[config.mk]
export PLATFORM = sky130hd
export DESIGN_NAME = rtcr_regs
export DESIGN_NICKNAME = d
export VERILOG_FILES = /design/src/common/rtcr_pkg.sv /design/src/design/rtcr_regs.sv /design/src/design/rtcr_pulse.sv /design/src/design/rtcr_wdcnt.sv
export VERILOG_INCLUDE_DIRS = /design/src /design/src/common
export SDC_FILE = /design/constraint.sdc
export NUM_CORES = 1
export LEC_CHECK = 0
export BUFFER_PORTS_ARGS = -buffer_cell sky130_fd_sc_hd__buf_2
export CAP_MARGIN = 5
export CORE_UTILIZATION = 50
export CTS_CLUSTER_DIAMETER = 100
export DETAILED_ROUTE_END_ITERATION = 8
export PLACE_DENSITY = 0.79
export SLEW_MARGIN = 20
export SYNTH_ARGS = -nofsm -noshare
export SYNTH_HDL_FRONTEND = slang
export SYNTH_SLANG_ARGS = --single-unit
[constraint.sdc]
create_clock -name clk -period 2.9 [get_ports clk]
set_input_delay 0 -clock clk [delete_from_list [all_inputs] [get_ports clk]]
set_output_delay 0 -clock clk [all_outputs]
set_load 0.05 [all_outputs]
[src/common/rtcr_params.svh]
/*
  Named constants of the clock control/status register bank: register
  addresses, field positions, reset values and timing figures.
  Assumes it is included by its bare name by the register bank and the bench.
*/
`ifndef RTCR_PARAMS_SVH
`define RTCR_PARAMS_SVH

`define RTCR_ADDR_CNT0 8'h04
`define RTCR_ADDR_CNT1 8'h05
`define RTCR_ADDR_CNT2 8'h06
`define RTCR_ADDR_CTRL 8'h07
`define RTCR_ADDR_STAT 8'h08
`define RTCR_ADDR_CHG 8'h10

`define RTCR_CTRL_RESET 8'h06
`define RTCR_STAT_RESET 8'h80
`define RTCR_OSF_RESET 1'b1
`define RTCR_CHG_RESET 8'h00
`define RTCR_READ_NONE 8'h00

`define RTCR_CTRL_OSCD 7
`define RTCR_CTRL_CEN 6
`define RTCR_CTRL_MODE 5
`define RTCR_CTRL_BACKUP_SQUARE_WAVE_ENABLE 4
`define RTCR_CTRL_STEER 3
`define RTCR_CTRL_RSH 2
`define RTCR_CTRL_RSL 1
`define RTCR_CTRL_AIE 0

`define RTCR_STAT_OSF 7
`define RTCR_STAT_AF 0

`define RTCR_CHG_UNL_HI 7
`define RTCR_CHG_UNL_LO 4
`define RTCR_CHG_DS_HI 3
`define RTCR_CHG_DS_LO 2
`define RTCR_CHG_RS_HI 1
`define RTCR_CHG_RS_LO 0
`define RTCR_CHG_UNLOCK 4'ha
`define RTCR_DS_NONE 2'h1
`define RTCR_DS_ONE 2'h2
`define RTCR_RS_OFF 2'h0

`define RTCR_PULSE_MS 250
`define RTCR_CLK_HZ 20000000
`define RTCR_MS_PER_S 1000

`endif

[src/common/rtcr_pkg.sv]
/*
  Types shared by the register bank and its helper modules.
  Assumes nothing of its surroundings.
*/
package rtcr_pkg;
  typedef enum logic {RTCR_TGT_RST, RTCR_TGT_INT} rtcr_target_e;
  typedef enum {RTCR_P_IDLE, RTCR_P_ACTIVE} rtcr_pstate_e;
  typedef logic [23:0] rtcr_count_t;
endpackage

[src/design/rtcr_regs.sv]
/*
  Control, status and trickle-charge register bank of a binary-counter
  clock, with its watchdog/alarm counter and 250 ms pulse logic.
  Assumes a byte-wide register port driven by the serial-bus engine,
  one-cycle tick pulses for seconds and 1/4096 s, prepared square waves,
  and supply status inputs from the power monitor.
*/
// Functional notes
// - Oscillator-disable stops oscillator only on backup supply
// - Control resets to zero except both rate-select bits set
// - Counter enable runs 24-bit counter; off, bytes are plain storage
// - Mode clear: count down per second, reload from seed at zero
// - Mode set: count every 1/4096 s, set alarm flag, halt at zero
// - Watchdog mode: counter byte access before zero reloads counter
// - Backup square-wave bit keeps output below trip, else floats
// - Watchdog zero: 250 ms low on reset or interrupt per steering
// - Rate bits pick 1 Hz, 4.096, 8.192 or 32.768 kHz
// - Alarm interrupt enable and routing both needed for interrupt
// - Clearing alarm interrupt enable never shortens the pulse
// - Oscillator-stop flag set on any stop, held until written zero
// - Zero sets alarm flag; periodic mode holds interrupt low
// - Alarm flag clears on zero write; one write leaves it
// - Watchdog interrupt pulse 250 ms, then device clears flag
// - Charger enabled only with unlock nibble 1010, off at reset
// - Diode field 01 none, 10 one, 00 and 11 disable
// - Resistor field 01, 10, 11 choose resistor; 00 disables
`timescale 1ns/10ps
`include "rtcr_params.svh"
module rtcr_regs #(
  parameter int unsigned PULSE_CYCLES = int'(64'(`RTCR_PULSE_MS)
    * 64'(`RTCR_CLK_HZ) / 64'(`RTCR_MS_PER_S))
) (
  input wire logic clk,
  input wire logic rstn,
  input wire logic [7:0] reg_addr,
  input wire logic reg_wr,
  input wire logic reg_rd,
  input wire logic [7:0] reg_wdata,
  output logic [7:0] reg_rdata,
  output logic reg_inhibit,
  input wire logic on_backup,
  input wire logic below_trip,
  input wire logic osc_fault,
  input wire logic irq_route_bit,
  input wire logic tick_sec,
  input wire logic tick_fast,
  input wire logic [3:0] sq_src,
  output logic osc_run,
  output logic standby,
  output logic square_wave_out,
  output logic square_wave_oe,
  output logic int_o,
  output logic int_oe,
  output logic rst_o,
  output logic rst_oe,
  output logic charge_en,
  output logic diode_en,
  output logic [1:0] res_sel
);
  if (PULSE_CYCLES < 2)
  begin : g_chk
    $error("rtcr_regs: PULSE_CYCLES must be at least 2");
  end

  logic [7:0] ctrl_q;
  logic osf_q;
  logic af_q;
  logic [7:0] chg_q;
  logic [7:0] rdata_q;
  logic [7:0] cnt_rdata;
  logic sqw_q;
  logic chg_en_q, diode_q;
  logic [1:0] res_q;
  rtcr_pkg::rtcr_target_e tgt_q;

  logic acc_wr, acc_rd;
  logic sel_cnt, sel_ctrl, sel_stat, sel_chg;
  logic zero_evt;
  logic pulse_start, pulse_active, pulse_done;
  logic mode, alarm_irq_enable, steer;
  logic osc_stopped;
  logic [1:0] rate;
  logic [1:0] byte_sel;

  assign mode = ctrl_q[`RTCR_CTRL_MODE];
  assign alarm_irq_enable = ctrl_q[`RTCR_CTRL_AIE];
  assign steer = ctrl_q[`RTCR_CTRL_STEER];
  assign rate = {ctrl_q[`RTCR_CTRL_RSH], ctrl_q[`RTCR_CTRL_RSL]};

  // A reset-steered pulse locks out register access for its duration
  assign reg_inhibit = pulse_active && (tgt_q == rtcr_pkg::RTCR_TGT_RST);
  assign acc_wr = reg_wr && !reg_inhibit;
  assign acc_rd = reg_rd && !reg_wr && !reg_inhibit;

  assign sel_cnt = (reg_addr == `RTCR_ADDR_CNT0)
    || (reg_addr == `RTCR_ADDR_CNT1) || (reg_addr == `RTCR_ADDR_CNT2);
  assign sel_ctrl = (reg_addr == `RTCR_ADDR_CTRL);
  assign sel_stat = (reg_addr == `RTCR_ADDR_STAT);
  assign sel_chg = (reg_addr == `RTCR_ADDR_CHG);
  assign byte_sel = 2'(reg_addr - `RTCR_ADDR_CNT0);

  rtcr_wdcnt u_cnt (
    .clk(clk),
    .rstn(rstn),
    .wr_en(acc_wr && sel_cnt),
    .rd_en(acc_rd && sel_cnt),
    .byte_sel(byte_sel),
    .wdata(reg_wdata),
    .rdata(cnt_rdata),
    .enable(ctrl_q[`RTCR_CTRL_CEN]),
    .mode(mode),
    // A counter written during the pulse starts once the pulse ends
    .hold(pulse_active),
    .tick_sec(tick_sec),
    .tick_fast(tick_fast),
    .zero_evt(zero_evt)
  );

  // Reset steering pulses regardless of enable; interrupt needs both gates
  assign pulse_start = zero_evt && mode
    && (!steer || (alarm_irq_enable && irq_route_bit));

  rtcr_pulse #(
    .CYCLES(PULSE_CYCLES)
  ) u_pulse (
    .clk(clk),
    .rstn(rstn),
    .start(pulse_start),
    .active(pulse_active),
    .done(pulse_done)
  );

  // Steering is latched so a control write cannot move a running pulse
  always_ff @(posedge clk or negedge rstn)
  begin
    if (!rstn)
      tgt_q <= rtcr_pkg::RTCR_TGT_RST;
    else if (pulse_start && !pulse_active)
      tgt_q <= steer ? rtcr_pkg::RTCR_TGT_INT : rtcr_pkg::RTCR_TGT_RST;
  end

  always_ff @(posedge clk or negedge rstn)
  begin
    if (!rstn)
      ctrl_q <= `RTCR_CTRL_RESET;
    else if (acc_wr && sel_ctrl)
      ctrl_q <= reg_wdata;
  end

  always_ff @(posedge clk or negedge rstn)
  begin
    if (!rstn)
      chg_q <= `RTCR_CHG_RESET;
    else if (acc_wr && sel_chg)
      chg_q <= reg_wdata;
  end

  // Oscillator runs whenever main supply is present
  assign osc_run = !(ctrl_q[`RTCR_CTRL_OSCD] && on_backup);
  assign standby = !osc_run;
  assign osc_stopped = !osc_run || osc_fault;

  // Reset value covers first power-up; set wins over a software clear
  always_ff @(posedge clk or negedge rstn)
  begin
    if (!rstn)
      osf_q <= `RTCR_OSF_RESET;
    else if (osc_stopped)
      osf_q <= 1'b1;
    else if (acc_wr && sel_stat && !reg_wdata[`RTCR_STAT_OSF])
      osf_q <= 1'b0;
  end

  // Pulse end clears the flag; a software clear never ends the pulse
  always_ff @(posedge clk or negedge rstn)
  begin
    if (!rstn)
      af_q <= 1'b0;
    else if (zero_evt)
      af_q <= 1'b1;
    else if (pulse_done)
      af_q <= 1'b0;
    else if (acc_wr && sel_stat && !reg_wdata[`RTCR_STAT_AF])
      af_q <= 1'b0;
  end

  // Level interrupt in periodic mode, fixed pulse in watchdog mode
  assign int_oe = (pulse_active && (tgt_q == rtcr_pkg::RTCR_TGT_INT))
    || (!mode && af_q && alarm_irq_enable && irq_route_bit);
  assign int_o = 1'b0;
  assign rst_oe = pulse_active
    && (tgt_q == rtcr_pkg::RTCR_TGT_RST);
  assign rst_o = 1'b0;

  always_ff @(posedge clk or negedge rstn)
  begin
    if (!rstn)
      sqw_q <= 1'b0;
    else
      sqw_q <= sq_src[rate];
  end
  assign square_wave_out = sqw_q;
  assign square_wave_oe = !below_trip
    || ctrl_q[`RTCR_CTRL_BACKUP_SQUARE_WAVE_ENABLE];

  // Charger output only for the unlock nibble and legal selections
  always_ff @(posedge clk or negedge rstn)
  begin
    if (!rstn)
    begin
      chg_en_q <= 1'b0;
      diode_q <= 1'b0;
      res_q <= `RTCR_RS_OFF;
    end
    else
    begin
      chg_en_q <= (chg_q[`RTCR_CHG_UNL_HI:`RTCR_CHG_UNL_LO]
        == `RTCR_CHG_UNLOCK)
        && ((chg_q[`RTCR_CHG_DS_HI:`RTCR_CHG_DS_LO] == `RTCR_DS_NONE)
        || (chg_q[`RTCR_CHG_DS_HI:`RTCR_CHG_DS_LO] == `RTCR_DS_ONE))
        && (chg_q[`RTCR_CHG_RS_HI:`RTCR_CHG_RS_LO]
        != `RTCR_RS_OFF);
      diode_q <= (chg_q[`RTCR_CHG_DS_HI:`RTCR_CHG_DS_LO]
        == `RTCR_DS_ONE);
      res_q <= chg_q[`RTCR_CHG_RS_HI:`RTCR_CHG_RS_LO];
    end
  end
  assign charge_en = chg_en_q;
  assign diode_en = chg_en_q && diode_q;
  // The smallest resistor is software's to avoid at high supply
  assign res_sel = chg_en_q ? res_q : `RTCR_RS_OFF;

  always_ff @(posedge clk or negedge rstn)
  begin
    if (!rstn)
      rdata_q <= `RTCR_READ_NONE;
    else if (acc_rd)
    begin
      if (sel_cnt)
        rdata_q <= cnt_rdata;
      else if (sel_ctrl)
        rdata_q <= ctrl_q;
      else if (sel_stat)
      begin
        rdata_q <= `RTCR_READ_NONE;
        rdata_q[`RTCR_STAT_OSF] <= osf_q;
        rdata_q[`RTCR_STAT_AF] <= af_q;
      end
      else if (sel_chg)
        rdata_q <= chg_q;
      else
        rdata_q <= `RTCR_READ_NONE;
    end
  end
  assign reg_rdata = rdata_q;
endmodule

[src/design/rtcr_pulse.sv]
/*
  Fixed-length low-pulse timer used for the watchdog pulse.
  Assumes start is a one-cycle request; starts while busy are ignored.
*/
`timescale 1ns/10ps
module rtcr_pulse #(
  parameter int unsigned CYCLES = 5000000
) (
  input wire logic clk,
  input wire logic rstn,
  input wire logic start,
  output logic active,
  output logic done
);
  localparam int W = $clog2(CYCLES + 1);

  if (CYCLES < 2)
  begin : g_chk
    $error("rtcr_pulse: CYCLES must be at least 2");
  end

  rtcr_pkg::rtcr_pstate_e state_q;
  logic [W-1:0] cnt_q;

  always_ff @(posedge clk or negedge rstn)
  begin
    if (!rstn)
    begin
      state_q <= rtcr_pkg::RTCR_P_IDLE;
      cnt_q <= '0;
    end
    else
    begin
      unique case (state_q)
        rtcr_pkg::RTCR_P_IDLE:
        begin
          if (start)
          begin
            state_q <= rtcr_pkg::RTCR_P_ACTIVE;
            cnt_q <= W'(CYCLES - 1);
          end
        end
        rtcr_pkg::RTCR_P_ACTIVE:
        begin
          if (cnt_q == '0)
            state_q <= rtcr_pkg::RTCR_P_IDLE;
          else
            cnt_q <= cnt_q - W'(1);
        end
      endcase
    end
  end

  assign active = (state_q == rtcr_pkg::RTCR_P_ACTIVE);
  assign done = active && (cnt_q == '0);

  // Helper: length of the current pulse
  logic [31:0] len_q;
  always_ff @(posedge clk or negedge rstn)
  begin
    if (!rstn)
      len_q <= 32'h0000_0000;
    else if (active)
      len_q <= len_q + 32'h0000_0001;
    else
      len_q <= 32'h0000_0000;
  end
endmodule

[src/design/rtcr_wdcnt.sv]
/*
  24-bit watchdog/alarm down counter with its seed and byte access.
  Assumes tick_sec and tick_fast are one-cycle pulses in the clk domain.
*/
`timescale 1ns/10ps
module rtcr_wdcnt (
  input wire logic clk,
  input wire logic rstn,
  input wire logic wr_en,
  input wire logic rd_en,
  input wire logic [1:0] byte_sel,
  input wire logic [7:0] wdata,
  output logic [7:0] rdata,
  input wire logic enable,
  input wire logic mode,
  input wire logic hold,
  input wire logic tick_sec,
  input wire logic tick_fast,
  output logic zero_evt
);
  rtcr_pkg::rtcr_count_t seed_q, seed_d, count_q;
  logic halted_q;
  logic run;
  logic tick;

  always_comb
  begin
    seed_d = seed_q;
    seed_d[byte_sel*8 +: 8] = wdata;
  end

  assign tick = mode ? tick_fast : tick_sec;
  // All-zero seed disables the counter whatever the enable bit says
  assign run = enable && (seed_q != '0) && !halted_q && !hold;
  assign zero_evt = run && tick && (count_q <= 24'h00_0001) && !wr_en
    && !(rd_en && mode);
  assign rdata = count_q[byte_sel*8 +: 8];

  always_ff @(posedge clk or negedge rstn)
  begin
    if (!rstn)
      seed_q <= '0;
    else if (wr_en)
      seed_q <= seed_d;
  end

  always_ff @(posedge clk or negedge rstn)
  begin
    if (!rstn)
    begin
      count_q <= '0;
      halted_q <= 1'b0;
    end
    else if (wr_en)
    begin
      count_q <= seed_d;
      halted_q <= 1'b0;
    end
    else if (rd_en && mode && enable && !halted_q)
      count_q <= seed_q;
    else if (zero_evt)
    begin
      if (mode)
      begin
        count_q <= '0;
        halted_q <= 1'b1;
      end
      else
        count_q <= seed_q;
    end
    else if (run && tick)
      count_q <= count_q - 24'h00_0001;
  end
endmodule

After elaboration in Yosys (flattened, before gate mapping)
Index checks and enable logic that the tools add are counted.
{"block": "op_classes", "n_addsub": 4, "magnitude_cmp": 2, "n_eq_ne": 15, "shift": 3, "n_mux": 30, "n_bitwise": 1, "reduce_logical": 65}
{"op": "$mux W24", "n": 5}
{"op": "$mux W32", "n": 2}
{"op": "$pmux W32 S2", "n": 1}
{"op": "$mux W23", "n": 2}
{"op": "$pmux W23 S2", "n": 1}
{"op": "$logic_and A1 B1 Y1", "n": 34}
{"op": "$neg A5 Y34", "n": 1}
{"op": "$shift A8 B34 Y24 const A", "n": 1}
{"op": "$shiftx A8 B34 Y24", "n": 1}
{"op": "$eq A32 B1 Y1 const B", "n": 1}
{"op": "$eq A32 B2 Y1 const B", "n": 1}
{"op": "$eq A8 B3 Y1 const B", "n": 4}
{"op": "$logic_not A32 Y1", "n": 1}
{"op": "$mux W8", "n": 4}
{"op": "$bwmux W24", "n": 1}
{"op": "$le A24 B1 Y1 const B", "n": 1}
{"op": "$reduce_bool A24 Y1", "n": 1}
{"op": "$shiftx A24 B6 Y8", "n": 1}
{"op": "$sub A24 B1 Y24 const B", "n": 1}
{"op": "$logic_not A23 Y1", "n": 1}
{"op": "$sub A23 B1 Y23 const B", "n": 1}
{"op": "$logic_not A1 Y1", "n": 12}
{"op": "$mux W1", "n": 12}
{"op": "$eq A8 B4 Y1 const B", "n": 1}
{"op": "other kinds (17)", "n": 29}
{"block": "word_totals", "reg_bits": 136, "inputBits": 30, "wordCells": 135}

Depth between registers and ports, before layout
{"block": "depth", "word_depth": 12, "ltp_mapped": 12, "depth_no_buf": 8}

Cells and area by module
A second synthesis with hierarchy kept.
{"block": "unflattened", "cells_unflattened": 663, "area_unflattened_um2": 6437.4}
{"module": "rtcr_wdcnt", "n_inst": 1, "cells_each": 371, "area_per_inst_um2": 3316.9, "seq_area_each_um2": 1226.2}
{"module": "rtcr_regs", "n_inst": 1, "cells_each": 143, "area_per_inst_um2": 1595.3, "seq_area_each_um2": 804.5}
{"module": "rtcr_pulse", "n_inst": 1, "cells_each": 149, "area_per_inst_um2": 1525.2, "seq_area_each_um2": 600.6}

Least setup slack after synthesis
OpenSTA, ideal clock, no wires.
{"block": "synth_path", "path_type": "input-to-reg", "from": "input reg_addr[0]", "to": "register u_cnt.count_q[21]", "setup_time_ns": 0.133, "arrival_time_ns": 2.272, "t_required_ns": 2.767, "setup_slack_ns": 0.495, "cell_stages": 12, "n_path_buf": 4, "path_cell_list": "clkbuf_1 inv_1 ha_1 or3_4 and3_1 buf_4 a2111oi_4 and2_4 buf_12 buf_12 mux2i_1 o22ai_1"}
{"block": "synth_via", "elab_chain_cells": 10, "elab_cells_between_ends": 23, "cone_classes": "add/sub: 2; eq/ne: 3; shift: 2; mux: 4; reduce/logical: 12"}
{"item": "start, declared", "line_no": "rtcr_regs.sv:35", "text": "input wire logic [7:0] reg_addr,"}
{"item": "parallel branches: the longest is 10 deep, another holds $neg A5 Y34"}
{"item": "end signal, assigned", "line_no": "rtcr_wdcnt.sv:60", "text": "count_q <= seed_q;"}
{"item": "end signal, assigned", "line_no": "rtcr_wdcnt.sv:69", "text": "count_q <= seed_q;"}
{"item": "end signal, assigned", "line_no": "rtcr_wdcnt.sv:72", "text": "count_q <= count_q - 24'h00_0001;"}
{"item": "end, declared", "line_no": "rtcr_wdcnt.sv:21", "text": "rtcr_pkg::rtcr_count_t seed_q, seed_d, count_q;"}
Several ways; the timed one is not identified.
A chain may end at the register's enable or synchronous reset.

Worst setup path in the final report
{"block": "layout_path", "from": "register u_cnt.count_q[10]", "to": "register u_cnt.count_q[0]"}
{"block": "layout_via", "elab_chain_cells": 7, "elab_cells_between_ends": 8, "cone_classes": "order compare: 1; mux: 3; reduce/logical: 4"}
{"item": "$le A24 B1 Y1 *", "line_no": "rtcr_wdcnt.sv:35", "text": "assign zero_evt = run && tick && (count_q <= 24'h00_0001) && !wr_en"}
{"item": "$logic_and A1 B1 Y1 * (2 in series)", "line_no": "rtcr_wdcnt.sv:35"}
{"item": "$logic_and A1 B1 Y1 *", "line_no": "rtcr_wdcnt.sv:36", "text": "&& !(rd_en && mode);"}
{"item": "$mux W24", "line_no": "rtcr_wdcnt.sv:61", "text": "else if (zero_evt)"}
{"item": "$mux W24", "line_no": "rtcr_wdcnt.sv:59", "text": "else if (rd_en && mode && enable && !halted_q)"}
{"item": "$mux W24", "line_no": "rtcr_wdcnt.sv:54", "text": "else if (wr_en)"}
Every way passes the cells marked *; elsewhere a longest branch is shown, timed or not.

==> metrics.md <==
| Metric | Value |
|---|---|
| Synth cell count leaders | `dfrtp_1 (102), nand2_1 (75), nor2_1 (52)` |
| Die area | `12600 sq um` |
| Synthesis Warnings | `0` |
| Die height | `112 microns` |
| Slowest stage delay, CP | `0.47 ns` |
| Overall power | `2.85 mW` |
| Cell taking the most area after synthesis | `dfrtp_1` |
| Comb power frac | `0.048` |
| I/O pin cnt | `51` |
| Die width | `112 microns` |
| Starting Density | `0.523` |
| Flop pwr share | `0.513` |
| Max frequency | `0.383 GHz` |
| WHS Endpoint | `u_cnt.seed_q[5]$_DFFE_PN0P_` |
| Hold crit path type | `input port to register` |
| Number of remaining DRC errors | `0` |
| Hold Path Depth | `3` |
| R2R Path Start | `u_cnt.count_q[10]$_DFFE_PN0P_` |
| Area Overhead vs Synth | `11.9%` |
| Synth Flop Type | `dfrtp_1` |
| Post-Syn Area | `6080 sq um` |
| Endpoint class of the critical path | `register` |
| Setup total negative slack | `0 ns` |
| Synth cell types | `68` |
| RSZ-0062 raised after global routing | `false` |
| 1st-pass router iterations | `6` |
| Fin. Hold Viols | `0` |
| Initial antenna violation count | `0` |
| Slew @ Worst Pin | `0.941 ns` |
| Worst hold path startpoint | `reg_wdata[5]` |
| Max VDD drop | `0.000335 V` |
| CP Launch Type | `register` |
| CTS max path bufs | `2` |
| Fin area | `6810 sq um` |
| Switch Pwr | `667 uW` |
| Dpl cell area | `6440 sq um` |
| Endpoints failing setup | `0` |
| Pleak | `2.95 nW` |
| DR vias/cell | `6.45` |
| Post-route ant nets | `0` |
| Vias in the first global route | `5326` |
| CTS root buffer | `clkbuf_16` |
| Pint | `2.18 mW` |
| Clock sink count | `105` |
| First-pass GRT wire length | `27.7 mm` |
| Ratio of cells with drive above 1 in the final layout | `0.177` |
| Async SR Flop Fraction | `1.00` |
| Fin crit share | `0.900` |
| Gpl congestion | `0.879` |
| Critical Path RT | `3.13 ns` |
| Num rows | `39` |
| PortBufs | `48` |
| Clock Power Share | `0.438` |
| Grt ovf | `0` |
| CTS HTree Levels | `3` |
| Routed length per instance | `20.6 microns` |
| Slowest stage cell, crit path | `and2_4` |
| CP Data Arrival Time | `2.84 ns` |
| Gr usage total | `0.285` |
| Power Density | `419 nW/um^2` |
| Area contributors post-synth | `dfrtp_1 (42%), nand2_1 (4.6%), a221oi_1 (3.9%), mux2_2 (3.9%), xor2_1 (3.7%)` |
| Worst r2r path cells | `6` |
| Synth Area per Inst | `9.46 sq um` |
| Slew Viols, Final | `0` |
| Worst reg2reg setup slack | `0.29 ns` |
| Clock latency on the worst-skew pair | `0.35 ns` |
| Clk_skew | `0.00862 ns` |
| Switch share | `0.234` |
| Critical-path maximum fanout | `28` |
| CTS tree | `built` |
| Detailed-route via count | `5390` |
| Largest net degree at the start of global routing | `73` |
| Setup Buffers After CTS | `0` |
| Top-count cell post-synth | `dfrtp_1` |
| Iter 0 DRT Violations | `680` |
| Status | `complete, no violations` |
| Clock slew at reported path FFs | `0.07 ns` |
| Ant diodes | `0` |
| DP HPWL | `12.2 mm` |
| Worst R2R End | `u_cnt.count_q[0]$_DFFE_PN0P_` |
| Number of synthesized register bits | `105` |
| Minimum clock period | `2.61 ns` |
| Nets | `726` |
| Sequential cell area fraction in the yosys report | `0.433` |
| Setup CP Type | `register to register` |
| CORE AREA | `11600 sq um` |
| Inserted Clock Buffers | `9` |
| Max-cap violation count | `0` |
| EDFF count, synth | `0` |
| Slew headroom | `0.373` |
| Worst Setup SP | `u_cnt.count_q[10]$_DFFE_PN0P_` |
| Worst path cell trace | `nor4_1, nand4_1, a2111oi_4, and2_4, a211oi_1, a211o_1` |
| DRT Wirelength | `17.2 mm` |
| Synthesized instance count | `643` |
| Post-synth top area share | `0.420` |
==> power by group through the flow <==
| stage | combinational [mW] | clock, mW | sequential [mW] |
|---|---|---|---|
| floorplan | 0.0469 | 0 | 1.50 |
| global placement | 0.128 | 0 | 1.49 |
| detailed placement | 0.131 | 0 | 1.49 |
| CTS | 0.136 | 1.28 | 1.46 |
| global route | 0.148 | 1.32 | 1.46 |
| finish | 0.138 | 1.25 | 1.46 |
==> final cells by class <==
type	count	area [sq um]
inverter	10	37.5
multi-input combinational	488	3200
clock inverter	6	75.1
fill	983	4810
clock buffer	10	229
tap	143	179
timing repair buffer	74	453
sequential	105	2630
==> cell families after synthesis <==
kind of cell / synth area share
fa+ha+maj: 0.0165
xor+xnor: 0.0475
other cells: 0.000617
simple gates: 0.224
compound gates: 0.175
mux: 0.0607
buf+inv: 0.0422
flops: 0.433
==> timing repair <==
| item | 4_1_cts | 5_1_grt |
|---|---|---|
| gates resized for setup | 0 | 1 |
| hold buffers | 6 | 0 |
| hold endpoints to repair | 72 | 0 |
| endpoints found under the setup margin | 0 | 1 |
==> state kept, by name, summed over array words and instances (netlist names) <==
register / count
square_wave_out: 1
u_cnt.halted_q: 1
af_q: 1
res_q: 2
osf_q: 1
diode_q: 1
u_cnt.seed_q: 24
charge_en: 1
tgt_q: 1
u_pulse.state_q: 1
chg_q: 8
ctrl_q: 8
u_cnt.count_q: 24
reg_rdata: 8
u_pulse.cnt_q: 23
==> per-stage QoR <==
stage	instances	util	worst slack (ns)	hold WS, ns
final	836	0.586	0.290	0.0266
after global routing	836	0.586	0.0901	0.0378
after CTS	836	0.586	0.284	0.00866
after detailed placement	814	0.554	0.0449	0.201
after global placement	814	0.554	0.102	0.192
after floorplan	644	-	0.495	-0.296
==> worst max-delay path, delay by kind of cell (launching register included) <==
kind / cells / cell delay [ns]
and+or+nand+nor: 3 / 1.19
DFF: 1 / 0.46
AOI/OAI and AO/OA: 3 / 0.82
==> cell usage in the layout (no fill, tap or decap), types with 6 or more instances in the layout <==
cell type and count:
a21oi_1 12, nor2b_1 11, a22o_1 21, nand2b_1 9, nor2_1 51, dlygate4sd3_1 6, buf_2 47, nand3b_1 6
a221oi_1 27, nor4_1 12, o31ai_1 10, xor2_1 26, xnor2_1 7, nor3_1 14, nand2_1 74, and3_1 7
dfrtp_1 102, inv_1 9, ha_1 8, o21ai_0 30, buf_4 21, clkbuf_16 9, mux2i_1 11, nand3_1 34
a31oi_1 15, nand4_1 9, and2_1 7, mux2_2 21
==> routing by layer <==
layer	routed length, microns	vias up	GRT usage
met2	7900	265	0.446
met3	1530	51	0.0724
li1	-	2452	-
met5	0	-	0
met4	582	0	0.124
met1	7190	2622	0.375
==> worst max-delay path by stage <==
stage                                    end  slack (ns)  cells past startpoint
5_1_grt        u_cnt.count_q[15]$_DFFE_PN0P_        0.09                      6
2_1_floorplan  u_cnt.count_q[21]$_DFFE_PN0P_        0.49                     12
4_1_cts        u_cnt.count_q[17]$_DFFE_PN0P_        0.28                      6
3_5_place_dp   u_cnt.count_q[17]$_DFFE_PN0P_        0.04                      9
3_3_place_gp   u_cnt.count_q[16]$_DFFE_PN0P_        0.10                      7
6_report        u_cnt.count_q[0]$_DFFE_PN0P_        0.29                      6
No activity file was read; power rests on OpenSTA's default activity.
